[config.mk]
export PLATFORM = sky130hd
export DESIGN_NAME = ssp_top
export DESIGN_NICKNAME = d
export VERILOG_FILES = /design/src/pkg/ssp_pkg.sv /design/src/rtl/ssp_clkgen.sv /design/src/rtl/ssp_buf.sv /design/src/rtl/ssp_top.sv
export VERILOG_INCLUDE_DIRS = /design/src /design/src/pkg
export SDC_FILE = /design/constraint.sdc
export NUM_CORES = 1
export LEC_CHECK = 0
export BUFFER_PORTS_ARGS = -buffer_cell sky130_fd_sc_hd__buf_4
export CAP_MARGIN = 20
export CORE_MARGIN = 2
export CORE_UTILIZATION = 50
export CTS_CLUSTER_SIZE = 16
export DETAILED_ROUTE_END_ITERATION = 8
export GPL_TIMING_DRIVEN = 1
export PLACE_DENSITY = 0.76
export SLEW_MARGIN = 40
export SYNTH_ARGS = -nofsm -noshare
export SYNTH_HDL_FRONTEND = slang
export SYNTH_SLANG_ARGS = --single-unit
[constraint.sdc]
create_clock -name clk_i -period 6.2 [get_ports clk_i]
set_clock_uncertainty 0.15 [all_clocks]
set_input_delay 1.55 -clock clk_i [delete_from_list [all_inputs] [get_ports clk_i]]
set_output_delay 1.55 -clock clk_i [all_outputs]
set_load 0.05 [all_outputs]
[src/pkg/ssp_cfg.svh]
// Constants of the 8-bit synchronous serial port: control field positions,
// reset values, clock source codes and bit counts.
// Assumes inclusion by bare name from the design files.
`ifndef SSP_CFG_SVH
`define SSP_CFG_SVH

`define SSP_CTRL_SRC_HI 1
`define SSP_CTRL_SRC_LO 0
`define SSP_CTRL_FLOAT  2
`define SSP_CTRL_PINF   3
`define SSP_CTRL_POL    4
`define SSP_CTRL_LSB    5
`define SSP_CTRL_INT    6
`define SSP_CTRL_IDLE   7

`define SSP_CTRL_RST    8'h00
`define SSP_RATE_RST    8'h00
`define SSP_SR_RST      8'h00

`define SSP_SRC_DIV1    2'h0
`define SSP_SRC_DIV8    2'h1
`define SSP_SRC_DIV32   2'h2
`define SSP_PRE8_MAX    5'h07
`define SSP_PRE32_MAX   5'h1F

`define SSP_WORD_BITS   4'h8
`define SSP_LAST_BIT    4'h7

`endif

[src/pkg/ssp_pkg.sv]
// Types of the 8-bit synchronous serial port: states and the packed state
// records of each module.
// Assumes nothing of its surroundings.
package ssp_pkg;

   typedef enum logic [1:0] {SSP_IDLE, SSP_XFER, SSP_HOLD} ssp_state_t;

   typedef struct packed {
      ssp_state_t  st;
      logic [7:0]  ctrl;
      logic        armed;
      logic [7:0]  rate;
      logic [7:0]  sr;
      logic [3:0]  cnt;
      logic        ph;
      logic        sclk;
      logic        clk_prev;
      logic        dout;
      logic        doe;
      logic        irq;
      logic        busy;
      logic        sr_rdy;
      logic        clk_o;
      logic        clk_oe;
      logic        sdo;
      logic        sdo_oe;
   } ssp_top_st_t;

   typedef struct packed {
      logic [4:0]  pre;
      logic [7:0]  div;
      logic        tick;
   } ssp_gen_st_t;

   typedef struct packed {
      logic [7:0]  d0;
      logic [7:0]  d1;
      logic        v0;
      logic        v1;
   } ssp_buf_st_t;

endpackage

[src/rtl/ssp_clkgen.sv]
// Transfer clock generator: prescaler for the three serial sources and the
// rate divider, giving one tick per half transfer clock period.
// Assumes one clock, asynchronous high reset and a freezing clock enable.
`timescale 1ns/1ns
`default_nettype none
`include "ssp_cfg.svh"
module ssp_clkgen (
   input  wire logic       clk_i,
   input  wire logic       rst_i,
   input  wire logic       ce_i,
   input  wire logic       run_i,
   input  wire logic       clr_i,
   input  wire logic [1:0] sel_i,
   input  wire logic [7:0] n_i,
   output logic            tick_o
);
   ssp_pkg::ssp_gen_st_t cur_r;
   ssp_pkg::ssp_gen_st_t cur_nxt;
   logic                 src;

   always_comb
   begin
      cur_nxt = cur_r;
      cur_nxt.tick = 1'b0;
      cur_nxt.pre = cur_r.pre + 5'h01;
      unique case (sel_i)
         `SSP_SRC_DIV1: src = 1'b1;
         `SSP_SRC_DIV8: src = ({2'h0, cur_r.pre[2:0]} == `SSP_PRE8_MAX);
         default:       src = (cur_r.pre == `SSP_PRE32_MAX);
      endcase
      // Half period is n+1 source periods, so a full period is 2(n+1).
      if (src)
      begin
         if (cur_r.div == n_i)
         begin
            cur_nxt.div = 8'h00;
            cur_nxt.tick = 1'b1;
         end
         else
         begin
            cur_nxt.div = cur_r.div + 8'h01;
         end
      end
      // Restart keeps the first half period full length after a start.
      if (!run_i || clr_i)
      begin
         cur_nxt = '0;
      end
   end

   always_ff @(posedge clk_i or posedge rst_i)
   begin
      if (rst_i)
      begin
         cur_r <= '0;
      end
      else if (ce_i)
      begin
         cur_r <= cur_nxt;
      end
   end

   assign tick_o = cur_r.tick;
endmodule
`default_nettype wire

[src/rtl/ssp_buf.sv]
// Two-entry buffer for received words, valid and ready on both sides.
// Assumes one clock, asynchronous high reset and a freezing clock enable.
`timescale 1ns/1ns
`default_nettype none
module ssp_buf (
   input  wire logic       clk_i,
   input  wire logic       rst_i,
   input  wire logic       ce_i,
   input  wire logic       in_valid_i,
   input  wire logic [7:0] in_data_i,
   output logic            in_ready_o,
   output logic            out_valid_o,
   output logic [7:0]      out_data_o,
   input  wire logic       out_ready_i
);
   ssp_pkg::ssp_buf_st_t cur_r;
   ssp_pkg::ssp_buf_st_t cur_nxt;

   always_comb
   begin
      cur_nxt = cur_r;
      if (cur_r.v0 && out_ready_i)
      begin
         cur_nxt.d0 = cur_r.d1;
         cur_nxt.v0 = cur_r.v1;
         cur_nxt.v1 = 1'b0;
      end
      // Ready looks at the old state only, so a full buffer refuses a push
      // even in a cycle that also pops; no word is ever overwritten.
      if (in_valid_i && !cur_r.v1)
      begin
         if (!cur_nxt.v0)
         begin
            cur_nxt.d0 = in_data_i;
            cur_nxt.v0 = 1'b1;
         end
         else
         begin
            cur_nxt.d1 = in_data_i;
            cur_nxt.v1 = 1'b1;
         end
      end
   end

   always_ff @(posedge clk_i or posedge rst_i)
   begin
      if (rst_i)
      begin
         cur_r <= '0;
      end
      else if (ce_i)
      begin
         cur_r <= cur_nxt;
      end
   end

   assign in_ready_o  = !cur_r.v1;
   assign out_valid_o = cur_r.v0;
   assign out_data_o  = cur_r.d0;

endmodule
`default_nettype wire

[src/rtl/ssp_top.sv]
// Eight-bit clock-synchronous serial port with internal or external clock.
// Assumes one clock, asynchronous high reset, synchronous pin inputs, and
// that software strobes are one-cycle pulses.
// Behaviour
// - Every internal-clock transfer moves exactly eight bits.
// - Internal clock is source over 2(n+1).
// - Source bit clear takes clock from pin.
// - Writing shift register starts the transfer.
// - Request on last pulse edge by polarity.
// - Bit order selects LSB or MSB first.
// - Polarity picks launch and capture edges.
// - External mode idle output level is programmable.
// - Shift while clocks come; internal stops eight.
// - Internal clock: hold last bit half period, then float.
// - Internal clock rests high or low by polarity.
// - Float bit puts data pin high impedance.
// - Control write only right after protect enable.
// - Pin function bit selects serial or port use.
`timescale 1ns/1ns
`default_nettype none
`include "ssp_cfg.svh"
module ssp_top (
   input  wire logic       clk_i,
   input  wire logic       rst_i,
   input  wire logic       ce_i,
   input  wire logic       protect_write_enable_i,
   input  wire logic       ctrl_wr_i,
   input  wire logic [7:0] ctrl_wdata_i,
   output logic [7:0]      port_control_reg_o,
   input  wire logic       rate_wr_i,
   input  wire logic [7:0] rate_wdata_i,
   input  wire logic       sr_wr_i,
   input  wire logic [7:0] sr_wdata_i,
   output logic            sr_ready_o,
   output logic [7:0]      shift_register_o,
   output logic            busy_o,
   output logic            irq_o,
   input  wire logic       irq_clr_i,
   output logic            rx_valid_o,
   output logic [7:0]      rx_data_o,
   input  wire logic       rx_ready_i,
   input  wire logic       transfer_clock_pin_i,
   output logic            transfer_clock_pin_o,
   output logic            transfer_clock_pin_oe_o,
   input  wire logic       serial_data_in_pin_i,
   output logic            serial_data_out_pin_o,
   output logic            serial_data_out_pin_oe_o,
   input  wire logic       port_clk_out_i,
   input  wire logic       port_clk_oe_i,
   input  wire logic       port_data_out_i,
   input  wire logic       port_data_oe_i
);
   localparam ssp_pkg::ssp_top_st_t RST_ST = '{
      st:   ssp_pkg::SSP_IDLE,
      ctrl: `SSP_CTRL_RST,
      rate: `SSP_RATE_RST,
      sr:   `SSP_SR_RST,
      default: '0
   };

   ssp_pkg::ssp_top_st_t cur_r;
   ssp_pkg::ssp_top_st_t cur_nxt;
   logic                 tick;
   logic                 run;
   logic                 accept;
   logic                 push;
   logic                 buf_rdy;
   logic                 ext;
   logic                 pol;
   logic                 lsb;
   logic                 launch;
   logic                 cap;
   logic                 rise;
   logic                 fall;
   logic                 ser;
   logic                 flt;

   function automatic logic out_bit(input logic [7:0] sr,
                                    input logic       lsb_first);
      out_bit = lsb_first ? sr[0] : sr[7];
   endfunction

   function automatic logic [7:0] shift_in(input logic [7:0] sr,
                                           input logic       lsb_first,
                                           input logic       b);
      shift_in = lsb_first ? {b, sr[7:1]} : {sr[6:0], b};
   endfunction

   always_comb
   begin
      cur_nxt = cur_r;
      push = 1'b0;
      ext = !cur_r.ctrl[`SSP_CTRL_INT];
      pol = cur_r.ctrl[`SSP_CTRL_POL];
      lsb = cur_r.ctrl[`SSP_CTRL_LSB];
      rise = transfer_clock_pin_i && !cur_r.clk_prev;
      fall = !transfer_clock_pin_i && cur_r.clk_prev;
      // Clear source bit: the pin edges drive the shifter.
      if (ext)
      begin
         launch = pol ? rise : fall;
         cap = pol ? fall : rise;
      end
      else
      begin
         launch = tick && !cur_r.ph;
         cap = tick && cur_r.ph;
      end
      accept = sr_wr_i && cur_r.sr_rdy && buf_rdy;
      cur_nxt.clk_prev = transfer_clock_pin_i;

      // Any register write is the instruction after the protect write.
      if (ctrl_wr_i || rate_wr_i || sr_wr_i)
      begin
         cur_nxt.armed = 1'b0;
      end
      if (protect_write_enable_i)
      begin
         cur_nxt.armed = 1'b1;
      end
      if (ctrl_wr_i && cur_r.armed)
      begin
         cur_nxt.ctrl = ctrl_wdata_i;
      end
      if (rate_wr_i)
      begin
         cur_nxt.rate = rate_wdata_i;
      end
      if (irq_clr_i)
      begin
         cur_nxt.irq = 1'b0;
      end

      unique case (cur_r.st)
         ssp_pkg::SSP_IDLE:
         begin
            cur_nxt.sclk = !cur_nxt.ctrl[`SSP_CTRL_POL];
         end
         ssp_pkg::SSP_XFER:
         begin
            // A finished outside-clock word left here would hang our clock.
            if (!ext && cur_r.cnt == `SSP_WORD_BITS)
            begin
               cur_nxt.st = ssp_pkg::SSP_IDLE;
            end
            if (launch)
            begin
               cur_nxt.ph = 1'b1;
               cur_nxt.dout = out_bit(cur_r.sr, lsb);
               cur_nxt.doe = 1'b1;
               cur_nxt.sclk = pol;
            end
            if (cap)
            begin
               cur_nxt.ph = 1'b0;
               cur_nxt.sclk = !pol;
               cur_nxt.sr = shift_in(cur_r.sr, lsb,
                                     serial_data_in_pin_i);
               if (cur_r.cnt != `SSP_WORD_BITS)
               begin
                  cur_nxt.cnt = cur_r.cnt + 4'h1;
               end
               if (cur_r.cnt == `SSP_LAST_BIT)
               begin
                  cur_nxt.irq = 1'b1;
                  push = 1'b1;
                  // An outside clock keeps shifting; ours stops by itself.
                  if (!ext)
                  begin
                     cur_nxt.st = ssp_pkg::SSP_HOLD;
                  end
               end
            end
         end
         ssp_pkg::SSP_HOLD:
         begin
            if (tick)
            begin
               cur_nxt.st = ssp_pkg::SSP_IDLE;
               cur_nxt.doe = 1'b0;
            end
         end
         default:
         begin
            cur_nxt.st = ssp_pkg::SSP_IDLE;
         end
      endcase

      // A write during the hold time cuts it short and floats the pin.
      if (accept)
      begin
         cur_nxt.sr = sr_wdata_i;
         cur_nxt.st = ssp_pkg::SSP_XFER;
         cur_nxt.cnt = 4'h0;
         cur_nxt.ph = 1'b0;
         cur_nxt.doe = 1'b0;
         cur_nxt.sclk = !pol;
      end
      if (irq_clr_i && push)
      begin
         cur_nxt.irq = 1'b1;
      end

      ser = cur_nxt.ctrl[`SSP_CTRL_PINF];
      flt = cur_nxt.ctrl[`SSP_CTRL_FLOAT];
      cur_nxt.busy = (cur_nxt.st != ssp_pkg::SSP_IDLE) &&
                     !(!cur_nxt.ctrl[`SSP_CTRL_INT] &&
                       cur_nxt.cnt == `SSP_WORD_BITS);
      cur_nxt.sr_rdy = !cur_nxt.busy || (cur_nxt.st == ssp_pkg::SSP_HOLD);
      if (ser)
      begin
         cur_nxt.clk_o = cur_nxt.sclk;
         cur_nxt.clk_oe = !flt && cur_nxt.ctrl[`SSP_CTRL_INT];
         if (!cur_nxt.ctrl[`SSP_CTRL_INT] &&
             !cur_nxt.busy)
         begin
            cur_nxt.sdo = cur_nxt.ctrl[`SSP_CTRL_IDLE];
         end
         else
         begin
            cur_nxt.sdo = cur_nxt.dout;
         end
         cur_nxt.sdo_oe = !flt && (!cur_nxt.ctrl[`SSP_CTRL_INT] ||
                                   cur_nxt.doe);
      end
      else
      begin
         cur_nxt.clk_o = port_clk_out_i;
         cur_nxt.clk_oe = !flt && port_clk_oe_i;
         cur_nxt.sdo = port_data_out_i;
         cur_nxt.sdo_oe = !flt && port_data_oe_i;
      end
   end

   // Both the hold-off tick and the transfer ticks come from one divider.
   assign run = cur_r.ctrl[`SSP_CTRL_INT] &&
                (cur_r.st != ssp_pkg::SSP_IDLE);

   ssp_clkgen u_gen (
      .clk_i  (clk_i),
      .rst_i  (rst_i),
      .ce_i   (ce_i),
      .run_i  (run),
      .clr_i  (accept),
      .sel_i  (cur_r.ctrl[`SSP_CTRL_SRC_HI:`SSP_CTRL_SRC_LO]),
      .n_i    (cur_r.rate),
      .tick_o (tick)
   );

   ssp_buf u_buf (
      .clk_i       (clk_i),
      .rst_i       (rst_i),
      .ce_i        (ce_i),
      .in_valid_i  (push),
      .in_data_i   (cur_nxt.sr),
      .in_ready_o  (buf_rdy),
      .out_valid_o (rx_valid_o),
      .out_data_o  (rx_data_o),
      .out_ready_i (rx_ready_i)
   );

   always_ff @(posedge clk_i or posedge rst_i)
   begin
      if (rst_i)
      begin
         cur_r <= RST_ST;
      end
      else if (ce_i)
      begin
         cur_r <= cur_nxt;
      end
   end

   assign port_control_reg_o       = cur_r.ctrl;
   assign shift_register_o         = cur_r.sr;
   assign sr_ready_o               = cur_r.sr_rdy;
   assign busy_o                   = cur_r.busy;
   assign irq_o                    = cur_r.irq;
   assign transfer_clock_pin_o     = cur_r.clk_o;
   assign transfer_clock_pin_oe_o  = cur_r.clk_oe;
   assign serial_data_out_pin_o    = cur_r.sdo;
   assign serial_data_out_pin_oe_o = cur_r.sdo_oe;
endmodule
`default_nettype wire

# Yosys cells after proc, flatten, opt, wreduce, memory -nomap -nowiden
# Index checks and enable logic that the tools add are counted.
[classes]
muxes = 48
add_sub_neg = 3
n_eq_ne = 11
reduce_logical = 49
[ops]
columns = ["operator", "n"]
rows = [
  ["$mux 8", 6],
  ["$mux 14", 3],
  ["$mux 1", 21],
  ["$logic_and 1x1->1", 19],
  ["$mux 18", 1],
  ["$mux 2", 9],
  ["$mux 13", 1],
  ["$logic_not 1->1", 11],
  ["$reduce_bool 2->1", 5],
  ["$mux 9", 1],
  ["$add 8x1->8 const B", 1],
  ["$eq 4x4->1 const B", 2],
  ["$eq 8x8->1", 1],
  ["$mux 4", 2],
  ["$reduce_and 2->1", 4],
  ["$pmux 1 s2", 3],
  ["$pmux 2 s3", 1],
  ["$reduce_and 3->1", 2],
  ["$add 5x1->5 const B", 1],
  ["$eq 5x5->1 const B", 1],
  ["$logic_or 1x1->1", 5],
  ["$add 4x1->4 const B", 1],
  ["$eq 2x1->1 const B", 2],
  ["$eq 2x2->1 const B", 2],
  ["other kinds (5)", 6],
]
[word_totals]
ff_bits = 75
wordCells = 137

# Depth between registers and ports, before layout
# Gate-level depths: netlist of run 1.
[depth]
depth_word = 16
mapped_depth = 9
mapped_depth_nobuf = 9

# Cells and area by module
# A second synthesis of run 1 with hierarchy kept.
[unflattened]
hier_cells = 449
hier_area_um2 = 4566.9
[by_module_without_submodules]
columns = ["mod", "seq_area_each_um2", "cells_each", "n_inst", "area_per_inst_um2"]
rows = [
  ["ssp_top", 1076.0, 280, 1, 2716.4],
  ["ssp_buf", 450.4, 77, 1, 949.7],
  ["ssp_clkgen", 350.3, 92, 1, 900.9],
]

# Least setup slack after synthesis of run 1
# OpenSTA, ideal clock, no wires.
[synth_path]
path_type = "in2reg"
from = "input transfer_clock_pin_i"
to = "register u_buf.cur_r (netlist bit u_buf.out_data_o[4])"
slack_ns = 2.711
t_arrival_ns = 3.213
path_stages = 7
required_time_ns = 5.924
cell_sequence = "and3b_4 o311ai_4 buf_6 mux2_4 mux2i_1 nor2_1 a221o_1"
[synth_between]
elab_chain_len = 9
[synth_lines]
columns = ["element", "line", "source"]
rows = [
  ["start: declaration", "ssp_top.sv:42", "input wire logic transfer_clock_pin_i,"],
  ["$logic_not 1->1", "ssp_top.sv:97", "fall = !transfer_clock_pin_i && cur_r.clk_prev;"],
  ["$logic_and 1x1->1", "ssp_top.sv:97", ""],
  ["$mux 1 *", "ssp_top.sv:102", "cap = pol ? fall : rise;"],
  ["$mux 1 *", "ssp_top.sv:99", "if (ext)"],
  ["$mux 14", "ssp_top.sv:153", "if (cap)"],
  ["$mux 13", "ssp_top.sv:134", "unique case (cur_r.st)"],
  ["$mux 14", "ssp_top.sv:190", "if (accept)"],
  ["$mux 8", "ssp_buf.sv:32", "if (!cur_nxt.v0)"],
  ["$mux 18 *", "ssp_buf.sv:30", "if (in_valid_i && !cur_r.v1)"],
  ["end signal: assignment", "ssp_buf.sv:53", "cur_r <= cur_nxt;"],
  ["end: declaration", "ssp_buf.sv:16", "ssp_pkg::ssp_buf_st_t cur_r;"],
]
# Every way passes the cells marked *; elsewhere a longest branch is shown, timed or not. The select of a mux whose other input is x is not followed.
# A chain may end at the register's enable or synchronous reset.

# Worst setup path in the final report of run 1
[layout_path]
from = "input transfer_clock_pin_i"
to = "register u_buf.cur_r (netlist bit u_buf.out_data_o[5])"
# The elaborated chain is that of the path after synthesis.

==> results of run 1 <==
==> layout by cell type, fill, tap and decap left out, drive strengths merged, types with 4 or more instances in the layout <==
master,instances
mux2i,13
nand3,16
inv,17
mux2,40
a31oi,4
nor3b,5
nor4,5
a22o,4
o22ai,6
ha,10
and3b,4
nor2,35
clkbuf,9
o21ai,23
xor2,12
buf,72
a21oi,15
and3,7
a221o,8
nand2,32
nand2b,4
dfrtp,75
==> through the flow <==
stage | std cells | hold slack (ns) | util | power (W)
2_1_floorplan | 421 | 0.300 | - | 0.00126
3_3_place_gp | 559 | 0.313 | 0.573 | 0.00138
3_5_place_dp | 560 | 0.327 | 0.575 | 0.00141
4_1_cts | 575 | 0.344 | 0.604 | 0.00186
5_1_grt | 575 | 0.371 | 0.604 | 0.00195
6_report | 575 | 0.356 | 0.604 | 0.00186
==> critical path: stages <==
cell and delay (ns):
buf_4 0.10, and3b_4 0.21, o311ai_4 0.59, buf_8 0.24
mux2_4 0.30, mux2i_1 0.25, nor2_1 0.10, a221o_1 0.28
==> per-layer routing <==
metal	wire [µm]	vias to the layer above
met5	0	-
met4	167	0
met3	497	15
met2	4770	88
met1	4240	1652
li1	-	1579
==> state kept, by name (all words and copies together), names as in the netlist <==
name / cells
sr_ready_o: 1
serial_data_out_pin_o: 1
u_gen.cur_r: 13
serial_data_out_pin_oe_o: 1
cur_r: 20
transfer_clock_pin_oe_o: 1
u_buf.out_valid_o: 1
busy_o: 1
u_gen.tick_o: 1
shift_register_o: 8
transfer_clock_pin_o: 1
u_buf.out_data_o: 8
u_buf.cur_r: 9
irq_o: 1
port_control_reg_o: 8
==> kinds of logic (layout without fill, tap and decap cells) <==
logic type	count (synthesis)	in the layout
muxes	53	53
DFF	75	75
adders and majority gates	10	10
AOI/OAI and AO/OA	81	81
and+or+nand+nor	132	132
buffers and inverters	55	104
xor gates and xnor gates	15	15
==> final timing paths <==
check	startpoint	cells after the start	slack, ns	to
worst max-delay path	transfer_clock_pin_i	8	2.65	u_buf.out_data_o[5]$_DFFE_PP0P_
worst min-delay path	u_buf.cur_r[5]$_DFFE_PP0P_	2	0.36	u_buf.cur_r[5]$_DFFE_PP0P_
worst max register to register	cur_r[42]$_DFFE_PP0P_	7	3.39	u_buf.cur_r[7]$_DFFE_PP0P_
worst min register to register	u_buf.cur_r[5]$_DFFE_PP0P_	2	0.36	u_buf.cur_r[5]$_DFFE_PP0P_
max in group asynchronous	rst_i	3	3.99	port_control_reg_o[0]$_DFFE_PP0P_
min in group asynchronous	rst_i	2	1.09	cur_r[25]$_DFFE_PP0P_
==> power by group through the flow <==
stage | Clock [W] | Sequential (W) | Combinational (W)
3_3_place_gp | 0 | 0.000669 | 0.000711
6_report | 0.000459 | 0.000665 | 0.000734
3_5_place_dp | 0 | 0.000673 | 0.000733
4_1_cts | 0.000460 | 0.000664 | 0.000737
5_1_grt | 0.000483 | 0.000680 | 0.000788
2_1_floorplan | 0 | 0.000690 | 0.000566
==> cell type report <==
class | count | area share
sequential | 75 | 0.374
multi-input combinational | 291 | 0.429
clock inverter | 6 | 0.0230
tap | 105 | 0.0262
inverter | 17 | 0.0132
clock buffer | 9 | 0.0247
timing repair buffer | 72 | 0.109
==> run metrics, run 1 <==
register area=0.00188 mm²; peak supply drop=0.000258 V; synthesized net count=470; Max Slew Vio Count=0; vias in the first global route=3254; Clock Latency Late Sink=0.36 ns; post-layout min period=3.55 ns; largest net degree at the start of global routing=65; area of the multi-input gates=0.00215 mm²; Fmax achieved=282 MHz; CP startpoint kind=input pin; main combinational cell family by area after synthesis=simple AND/OR/NAND/NOR gates; grt peak-use layer=met2; fraction of layout cells with a size suffix above 1=0.309; top post-synthesis cells by area=dfrtp_1 (43%), mux2_2 (9.3%), buf_4 (4.3%), nor2_1 (2.9%), ha_1 (2.9%); Critical Path RT=6.29 ns; setup ws final=2.65 ns; DRC viols=0; initial antenna violation count=0; # hold bufs at CTS=0; Cell Area, Synth=0.00434 mm²; worst slew pin tran=0.696 ns; RSZ-0062 raised after global routing=no; number of max-cap violations=0; initial core utilization=0.523; top_reg_cell synth=dfrtp_1; Congestion Overflow GR=0; Seq pwr share=0.358; post-cts sizing count=0; DRT Wirelength=9670 µm; Relative slew margins=0.529; Seq cells post-synth=75; Avg WL per Cell=16.8 µm; crit end category=flip-flop; largest driver fanout on the critical path=11; Area Growth Syn to Fin=15.5%; proportion of netlist area held by the largest area contributor=0.432; post-synthesis mux area share=0.141; gpl congestion=0.823; Pleak=2.34 nW; final setup violation count=0; Antenna diodes=0; number of DRC markers in iteration 0=204; number of port buffers=70; Sw Pwr=0.000725 W; Setup WS pre-CTS=2.32 ns; fin area=0.00501 mm²; via count=3334; die height=97.2 µm; TritonCTS Buffers=9; Critical Path AT=3.64 ns; Adder-Cell Fraction of Synth Area=0.0288; Vias/cell=5.80; GR Util met1=0.280; Seq/Total Area, Yosys=0.432; post-synthesis cell count=421; outcome=finished clean; I/O Pins=71; Placement Cell Area=0.00477 mm²; Pre-antenna DRT Iters=4; Fin Setup TNS=0 ns; CTS max path bufs=2; Final nets=515; compound-cell area share of the yosys netlist=0.130; std cell rows=33; Post-synth top cells=dfrtp_1 (75), mux2_2 (36), nor2_1 (34); met2 Use GR=0.345; post-synthesis share of cell area spent on xor and xnor gates=0.0320; part of the power in combinational logic=0.395; Simple-Gate Fraction of Synth Area=0.163; library cells used by synthesis=65; synth warn=0; final antenna-violating net count=0; FFs w/ async S/R, synth=1.00; Int Power=0.00113 W; clock power share=0.247; Avg Cell Area, Syn=10.3 µm²; die width=97.2 µm; global-route wire length before repair=16200 µm; placed wire-length estimate=6960 µm; Synth area leader=dfrtp_1; Hold/Removal Path Class=reg -> reg; clock sinks=75; clock slew at reported path FFs=0.08 ns; WS Path Type=in -> reg; P per Cell Area=371 mW/mm²; most common cell in the synthesized netlist=dfrtp_1; fillers=695; met3 Use GR=0.0453; Core Footprint=0.00830 mm²; CTS tree=done; Global Route Usage Sum=0.213; Period Utilization, post-route=0.572; DIE AREA=0.00944 mm²; final hold vios=0; Post-synth EDFFs=0; Setup Buffers After CTS=0; switch share=0.390; CTS H-tree depth=3; clk root buf=clkbuf_8
No activity file was read; power rests on OpenSTA's default activity.
==> run 2: changes to the inputs <==
- PLACE_DENSITY: 0.76 -> 0.79
- clock period: 6.2 -> 2.9 ns (I/O delays scaled with it)
==> run metrics, run 2 (synthesis gave the netlist of run 1 again) <==
CP startpoint kind=flip-flop (was input pin); Period Utilization, post-route=0.858; number of port buffers=70 (unchanged); final total power=0.00404 W (was 0.00186 W); CTS H-tree depth=3 (unchanged); post-cts sizing count=0 (unchanged); part of the power in combinational logic=0.404 (was 0.395); via count=3387 (was 3334); worst hold slack=0.291 ns (was 0.356 ns); Congestion Overflow GR=0 (unchanged); placed wire-length estimate=7260 µm (was 6960 µm); clk root buf=clkbuf_8 (unchanged); Max Slew Vio Count=0 (unchanged); gpl congestion=0.826 (was 0.823); RSZ-0062 raised after global routing=no (unchanged); worst slew pin tran=0.667 ns (was 0.696 ns); final hold vios=0 (unchanged); Global Route Usage Sum=0.214 (was 0.213); Pre-antenna DRT Iters=5 (was 4); Fin Setup TNS=0 ns (unchanged); final setup violation count=0 (unchanged); Fmax achieved=402 MHz; I/O Pins=71 (unchanged); Pleak=2.39 nW (was 2.34 nW); Most flops, register=cur_r (unchanged); final antenna-violating net count=0 (unchanged); max FFs per register=20 (unchanged); P per Cell Area=791 mW/mm² (was 371 mW/mm²); Setup Buffers After CTS=0 (unchanged); clock power share=0.244 (was 0.247); Clock Latency Late Sink=0.35 ns (was 0.36 ns); largest driver fanout on the critical path=19 (was 11); vias in the first global route=3360 (was 3254); crit end category=flip-flop (unchanged); post-layout min period=2.49 ns; slowest stage delay, CP=0.49 ns (was 0.59 ns); number of max-cap violations=0 (unchanged); largest net degree at the start of global routing=76 (was 65); crit path cell chain=and3b_4 -> o311ai_4 -> buf_12 -> mux2_2 -> mux2i_1 -> nor2_1 -> a221o_1 (was buf_4 -> and3b_4 -> o311ai_4 -> buf_8 -> mux2_4 -> mux2i_1 -> nor2_1 -> a221o_1); clock slew at reported path FFs=0.09 ns (was 0.08 ns); WP buf/inv=1 (was 2); Hold/Removal Path Class=in -> async (was reg -> reg); Int Power=0.00246 W (was 0.00113 W); Crit path max-delay family=multiplexers (was compound AO/OA/AOI/OAI gates); std cell rows=33 (unchanged); commonest cells after routing, fill and taps aside=buf_4 (80), dfrtp_1 (75), mux2_2 (36) (was dfrtp_1 (75), buf_4 (71), mux2_2 (36)); DRC viols=0 (unchanged); fraction of layout cells with a size suffix above 1=0.320 (was 0.309); # hold bufs at CTS=0 (unchanged); DIE AREA=0.00944 mm² (unchanged); Critical Path AT=2.58 ns (was 3.64 ns); peak supply drop=0.000558 V (was 0.000258 V); Sw Pwr=0.00157 W (was 0.000725 W); number of DRC markers in iteration 0=256 (was 204); biggest regs=cur_r x20, u_gen.cur_r x13, u_buf.cur_r x9 (unchanged); TritonCTS Buffers=9 (unchanged); clock sinks=75 (unchanged); die height=97.2 µm (unchanged); outcome=finished clean (unchanged); initial core utilization=0.523 (unchanged); Relative slew margins=0.553 (was 0.529); Seq pwr share=0.351 (was 0.358); commonest non-fill, non-tap cell in the layout=buf_4 (was dfrtp_1); global-route wire length before repair=16600 µm (was 16200 µm); switch share=0.390 (about the same); Final nets=525 (was 515); CP max stage cell=dfrtp_1 (was o311ai_4); Critical Path RT=2.99 ns (was 6.29 ns); Vias/cell=5.78 (was 5.80); Antenna diodes=0 (unchanged); die width=97.2 µm (unchanged); Core Footprint=0.00830 mm² (unchanged); CTS max path bufs=2 (unchanged); DRT Wirelength=9900 µm (was 9670 µm); Placement Cell Area=0.00486 mm² (was 0.00477 mm²); CTS tree=done (unchanged); fin area=0.00510 mm² (was 0.00501 mm²); initial antenna violation count=0 (unchanged); Area Growth Syn to Fin=17.5% (was 15.5%); Avg WL per Cell=16.9 µm (was 16.8 µm); WS Path Type=reg -> reg (was in -> reg)
==> run 2: final cells by class <==
class,instances,area [µm²]
Timing Repair Buffer,82,641
Clock inverter,6,113
Inverter,17,63.8
Multi-Input combinational cell,291,2150
Clock buffer,10,128
Tap cell,105,131
Fill cell,682,3200
Sequential cell,75,1880
==> run 2: final timing paths <==
path | startpoint | to | slack (ns) | depth (start not counted)
max in group asynchronous | rst_i | cur_r[12]$_DFFE_PP0P_ | 1.95 | 3
setup reg to reg | port_control_reg_o[4]$_DFFE_PP0P_ | u_buf.out_data_o[1]$_DFFE_PP0P_ | 0.41 | 7
hold reg to reg | u_gen.cur_r[12]$_DFFE_PP0P_ | u_gen.cur_r[12]$_DFFE_PP0P_ | 0.35 | 2
hold / removal | rst_i | u_buf.cur_r[4]$_DFFE_PP0P_ | 0.29 | 3
min in group clk_i | u_gen.cur_r[12]$_DFFE_PP0P_ | u_gen.cur_r[12]$_DFFE_PP0P_ | 0.35 | 2
setup / recovery | port_control_reg_o[4]$_DFFE_PP0P_ | u_buf.out_data_o[1]$_DFFE_PP0P_ | 0.41 | 7
==> run 2: power groups by stage <==
stage,sequential [W],clock [W],combinational (W)
2_1_floorplan,0.00147,0,0.00121
3_3_place_gp,0.00142,0,0.00158
3_5_place_dp,0.00143,0,0.00162
4_1_cts,0.00141,0.000988,0.00163
5_1_grt,0.00144,0.00104,0.00175
6_report,0.00142,0.000986,0.00163
==> run 2: layer usage <==
metal | global-route usage | routed length, µm | vias up
met5 | 0 | 0 | -
met1 | 0.291 | 4360 | 1668
li1 | - | - | 1600
met4 | 0.0596 | 122 | 0
met2 | 0.356 | 4870 | 108
met3 | 0.0360 | 540 | 11
==> run 2: worst min-delay path: stages <==
cell and delay, ns:
buf_4 0.11, inv_2 0.06, buf_12 0.31
==> run 2: stage by stage <==
| stage | utilization | std cells | setup WS (ns) |
|---|---|---|---|
| floorplan | - | 421 | 0.115 |
| global placement | 0.586 | 570 | 0.211 |
| detailed placement | 0.586 | 570 | 0.116 |
| CTS | 0.615 | 586 | 0.434 |
| global route | 0.615 | 586 | 0.199 |
| finish | 0.615 | 586 | 0.413 |
==> run 3: changes to the inputs <==
- PLACE_DENSITY: 0.79 -> 0.76
- clock period: 2.9 -> 2.5 ns (I/O delays scaled with it)
==> run metrics, run 3 (synthesis gave the netlist of run 1 again) <==
Final nets=538 (was 525); largest net degree at the start of global routing=76 (unchanged); Vias/cell=5.71 (was 5.78); die height=97.2 µm (unchanged); number of DRC markers in iteration 0=178 (was 256); final core utilization=0.633 (was 0.615); DRC viols=0 (unchanged); number of max-cap violations=0 (unchanged); R2R cell count=7 (unchanged); std cell rows=33 (unchanged); Pre-antenna DRT Iters=4 (was 5); commonest non-fill, non-tap cell in the layout=buf_4 (unchanged); RSZ-0062 raised after global routing=no (unchanged); CP startpoint kind=flip-flop (unchanged); flop-to-flop setup slack=0.13 ns (was 0.41 ns); global-route wire length before repair=17200 µm (was 16600 µm); Period Utilization, post-route=0.949 (was 0.858); I/O Pins=71 (unchanged); fillers=667 (was 682); Fmax achieved=422 MHz (was 402 MHz); commonest cells after routing, fill and taps aside=buf_4 (93), dfrtp_1 (75), mux2_2 (36) (was buf_4 (80), dfrtp_1 (75), mux2_2 (36)); initial core utilization=0.523 (unchanged); DIE AREA=0.00944 mm² (unchanged); final setup violation count=0 (unchanged); Congestion Overflow GR=0 (unchanged); Global Route Usage Sum=0.222 (was 0.214); fraction of layout cells with a size suffix above 1=0.354 (was 0.320); largest driver fanout on the critical path=15 (was 19); CTS tree=done (unchanged); peak supply drop=0.000576 V (was 0.000558 V); Clock Latency Late Sink=0.35 ns (about the same); placed wire-length estimate=7410 µm (was 7260 µm); FF-to-FF End=u_buf.out_data_o[7]$_DFFE_PP0P_ (was u_buf.out_data_o[1]$_DFFE_PP0P_); clk root buf=clkbuf_8 (unchanged); WS Path Type=reg -> reg (unchanged); Core Footprint=0.00830 mm² (unchanged); Pleak=2.45 nW (was 2.39 nW); number of port buffers=70 (unchanged); Most flops, register=cur_r (unchanged); TritonCTS Buffers=9 (unchanged); clock sinks=75 (unchanged); Area Growth Syn to Fin=21.0% (was 17.5%); final hold vios=0 (unchanged); Antenna diodes=0 (unchanged); final antenna-violating net count=0 (unchanged); P per Cell Area=917 mW/mm² (was 791 mW/mm²); worst slew pin tran=0.518 ns (was 0.667 ns); gpl congestion=0.884 (was 0.826); via count=3422 (was 3387); r2r startpoint=cur_r[9]$_DFFE_PP0P_ (was port_control_reg_o[4]$_DFFE_PP0P_); post-layout min period=2.37 ns (was 2.49 ns); vias in the first global route=3452 (was 3360); final total power=0.00482 W (was 0.00404 W); Max Slew Vio Count=0 (unchanged); clock slew at reported path FFs=0.09 ns (about the same); outcome=finished clean (unchanged); DRT Wirelength=10200 µm (was 9900 µm); biggest regs=cur_r x20, u_gen.cur_r x13, u_buf.cur_r x9 (unchanged); Hold/Removal Path Class=in -> async (unchanged); CTS H-tree depth=3 (unchanged); die width=97.2 µm (unchanged); Avg WL per Cell=17.0 µm (was 16.9 µm); CTS max path bufs=2 (unchanged); Critical Path AT=2.45 ns (was 2.58 ns); Setup Buffers After CTS=0 (unchanged); initial antenna violation count=0 (unchanged); Critical Path RT=2.57 ns (was 2.99 ns); crit end category=flip-flop (unchanged); max FFs per register=20 (unchanged); Relative slew margins=0.654 (was 0.553)
run 3: changes by cell type in the layout (fill, tap and decap cells not counted), sizes merged:
cell	before	now
clkinvlp	0	1
buf	82	95
inv	18	17
run 3: through the flow:
step	hold WS, ns	setup WS, ns	setup TNS [ns]	instance area [µm²]	std cells
floorplan	0.300	-0.0127	-0.0279	4350	421
CTS	0.245	0.0976	0	5210	599
detailed placement	0.321	-0.165	-1.81	4970	583
global placement	0.313	-0.107	-0.650	4970	583
global route	0.273	0.0216	0	5250	599
finish	0.247	0.129	0	5250	599
run 3: critical path, stage by stage, from the launching register on:
cell and delay (ns):
dfrtp_1 0.46, and3b_4 0.22, o311ai_4 0.27, buf_12 0.20, mux2_2 0.34, mux2i_1 0.27, nor2_1 0.09, a221o_1 0.27
run 3: routing by layer:
metal | share of wire | global-route usage | vias up
met2 | 0.49 | 0.365 | 90
met5 | 0 | 0 | -
met4 | 0.020 | 0.0715 | 0
met1 | 0.45 | 0.300 | 1690
met3 | 0.045 | 0.0367 | 22
li1 | - | - | 1620
run 3: area by class of cell:
cell class | count | area, µm² | share of cell area
repair buffers | 95 | 738 | 0.141
flip-flops and latches | 75 | 1880 | 0.357
well taps | 105 | 131 | 0.0250
multi-input cells | 291 | 2200 | 0.419
clock buffers | 10 | 128 | 0.0243
inverters | 17 | 67.6 | 0.0129
clock inverters | 6 | 113 | 0.0214
run 3: power breakdown:
group | switching (W) | leakage, nW | total, W | internal [W]
Combinational | 0.00117 | 1.37 | 0.00203 | 0.000865
Sequential | 0.000235 | 0.961 | 0.00165 | 0.00141
Clock | 0.000470 | 0.121 | 0.00114 | 0.000668
run 3: worst max path at each step:
stage / start / cells past startpoint / slack (ns) / endpoint
after CTS: cur_r[9]$_DFFE_PP0P_ / 7 / 0.1 / u_buf.out_data_o[6]$_DFFE_PP0P_
final: cur_r[9]$_DFFE_PP0P_ / 7 / 0.13 / u_buf.out_data_o[7]$_DFFE_PP0P_
after global placement: transfer_clock_pin_i / 8 / -0.11 / u_buf.out_data_o[6]$_DFFE_PP0P_
after global routing: cur_r[9]$_DFFE_PP0P_ / 7 / 0.02 / serial_data_out_pin_o$_DFFE_PP0P_
after floorplan: transfer_clock_pin_i / 7 / -0.01 / u_buf.out_data_o[5]$_DFFE_PP0P_
after detailed placement: transfer_clock_pin_i / 8 / -0.16 / serial_data_out_pin_o$_DFFE_PP0P_
run 3: what timing repair did:
| action | 4_1_cts | 5_1_grt |
|---|---|---|
| resized for setup | 0 | 9 |
| hold buffers | 0 | 0 |
| endpoints found under the hold margin | 0 | 0 |
| endpoints found under the setup margin | 0 | 14 |
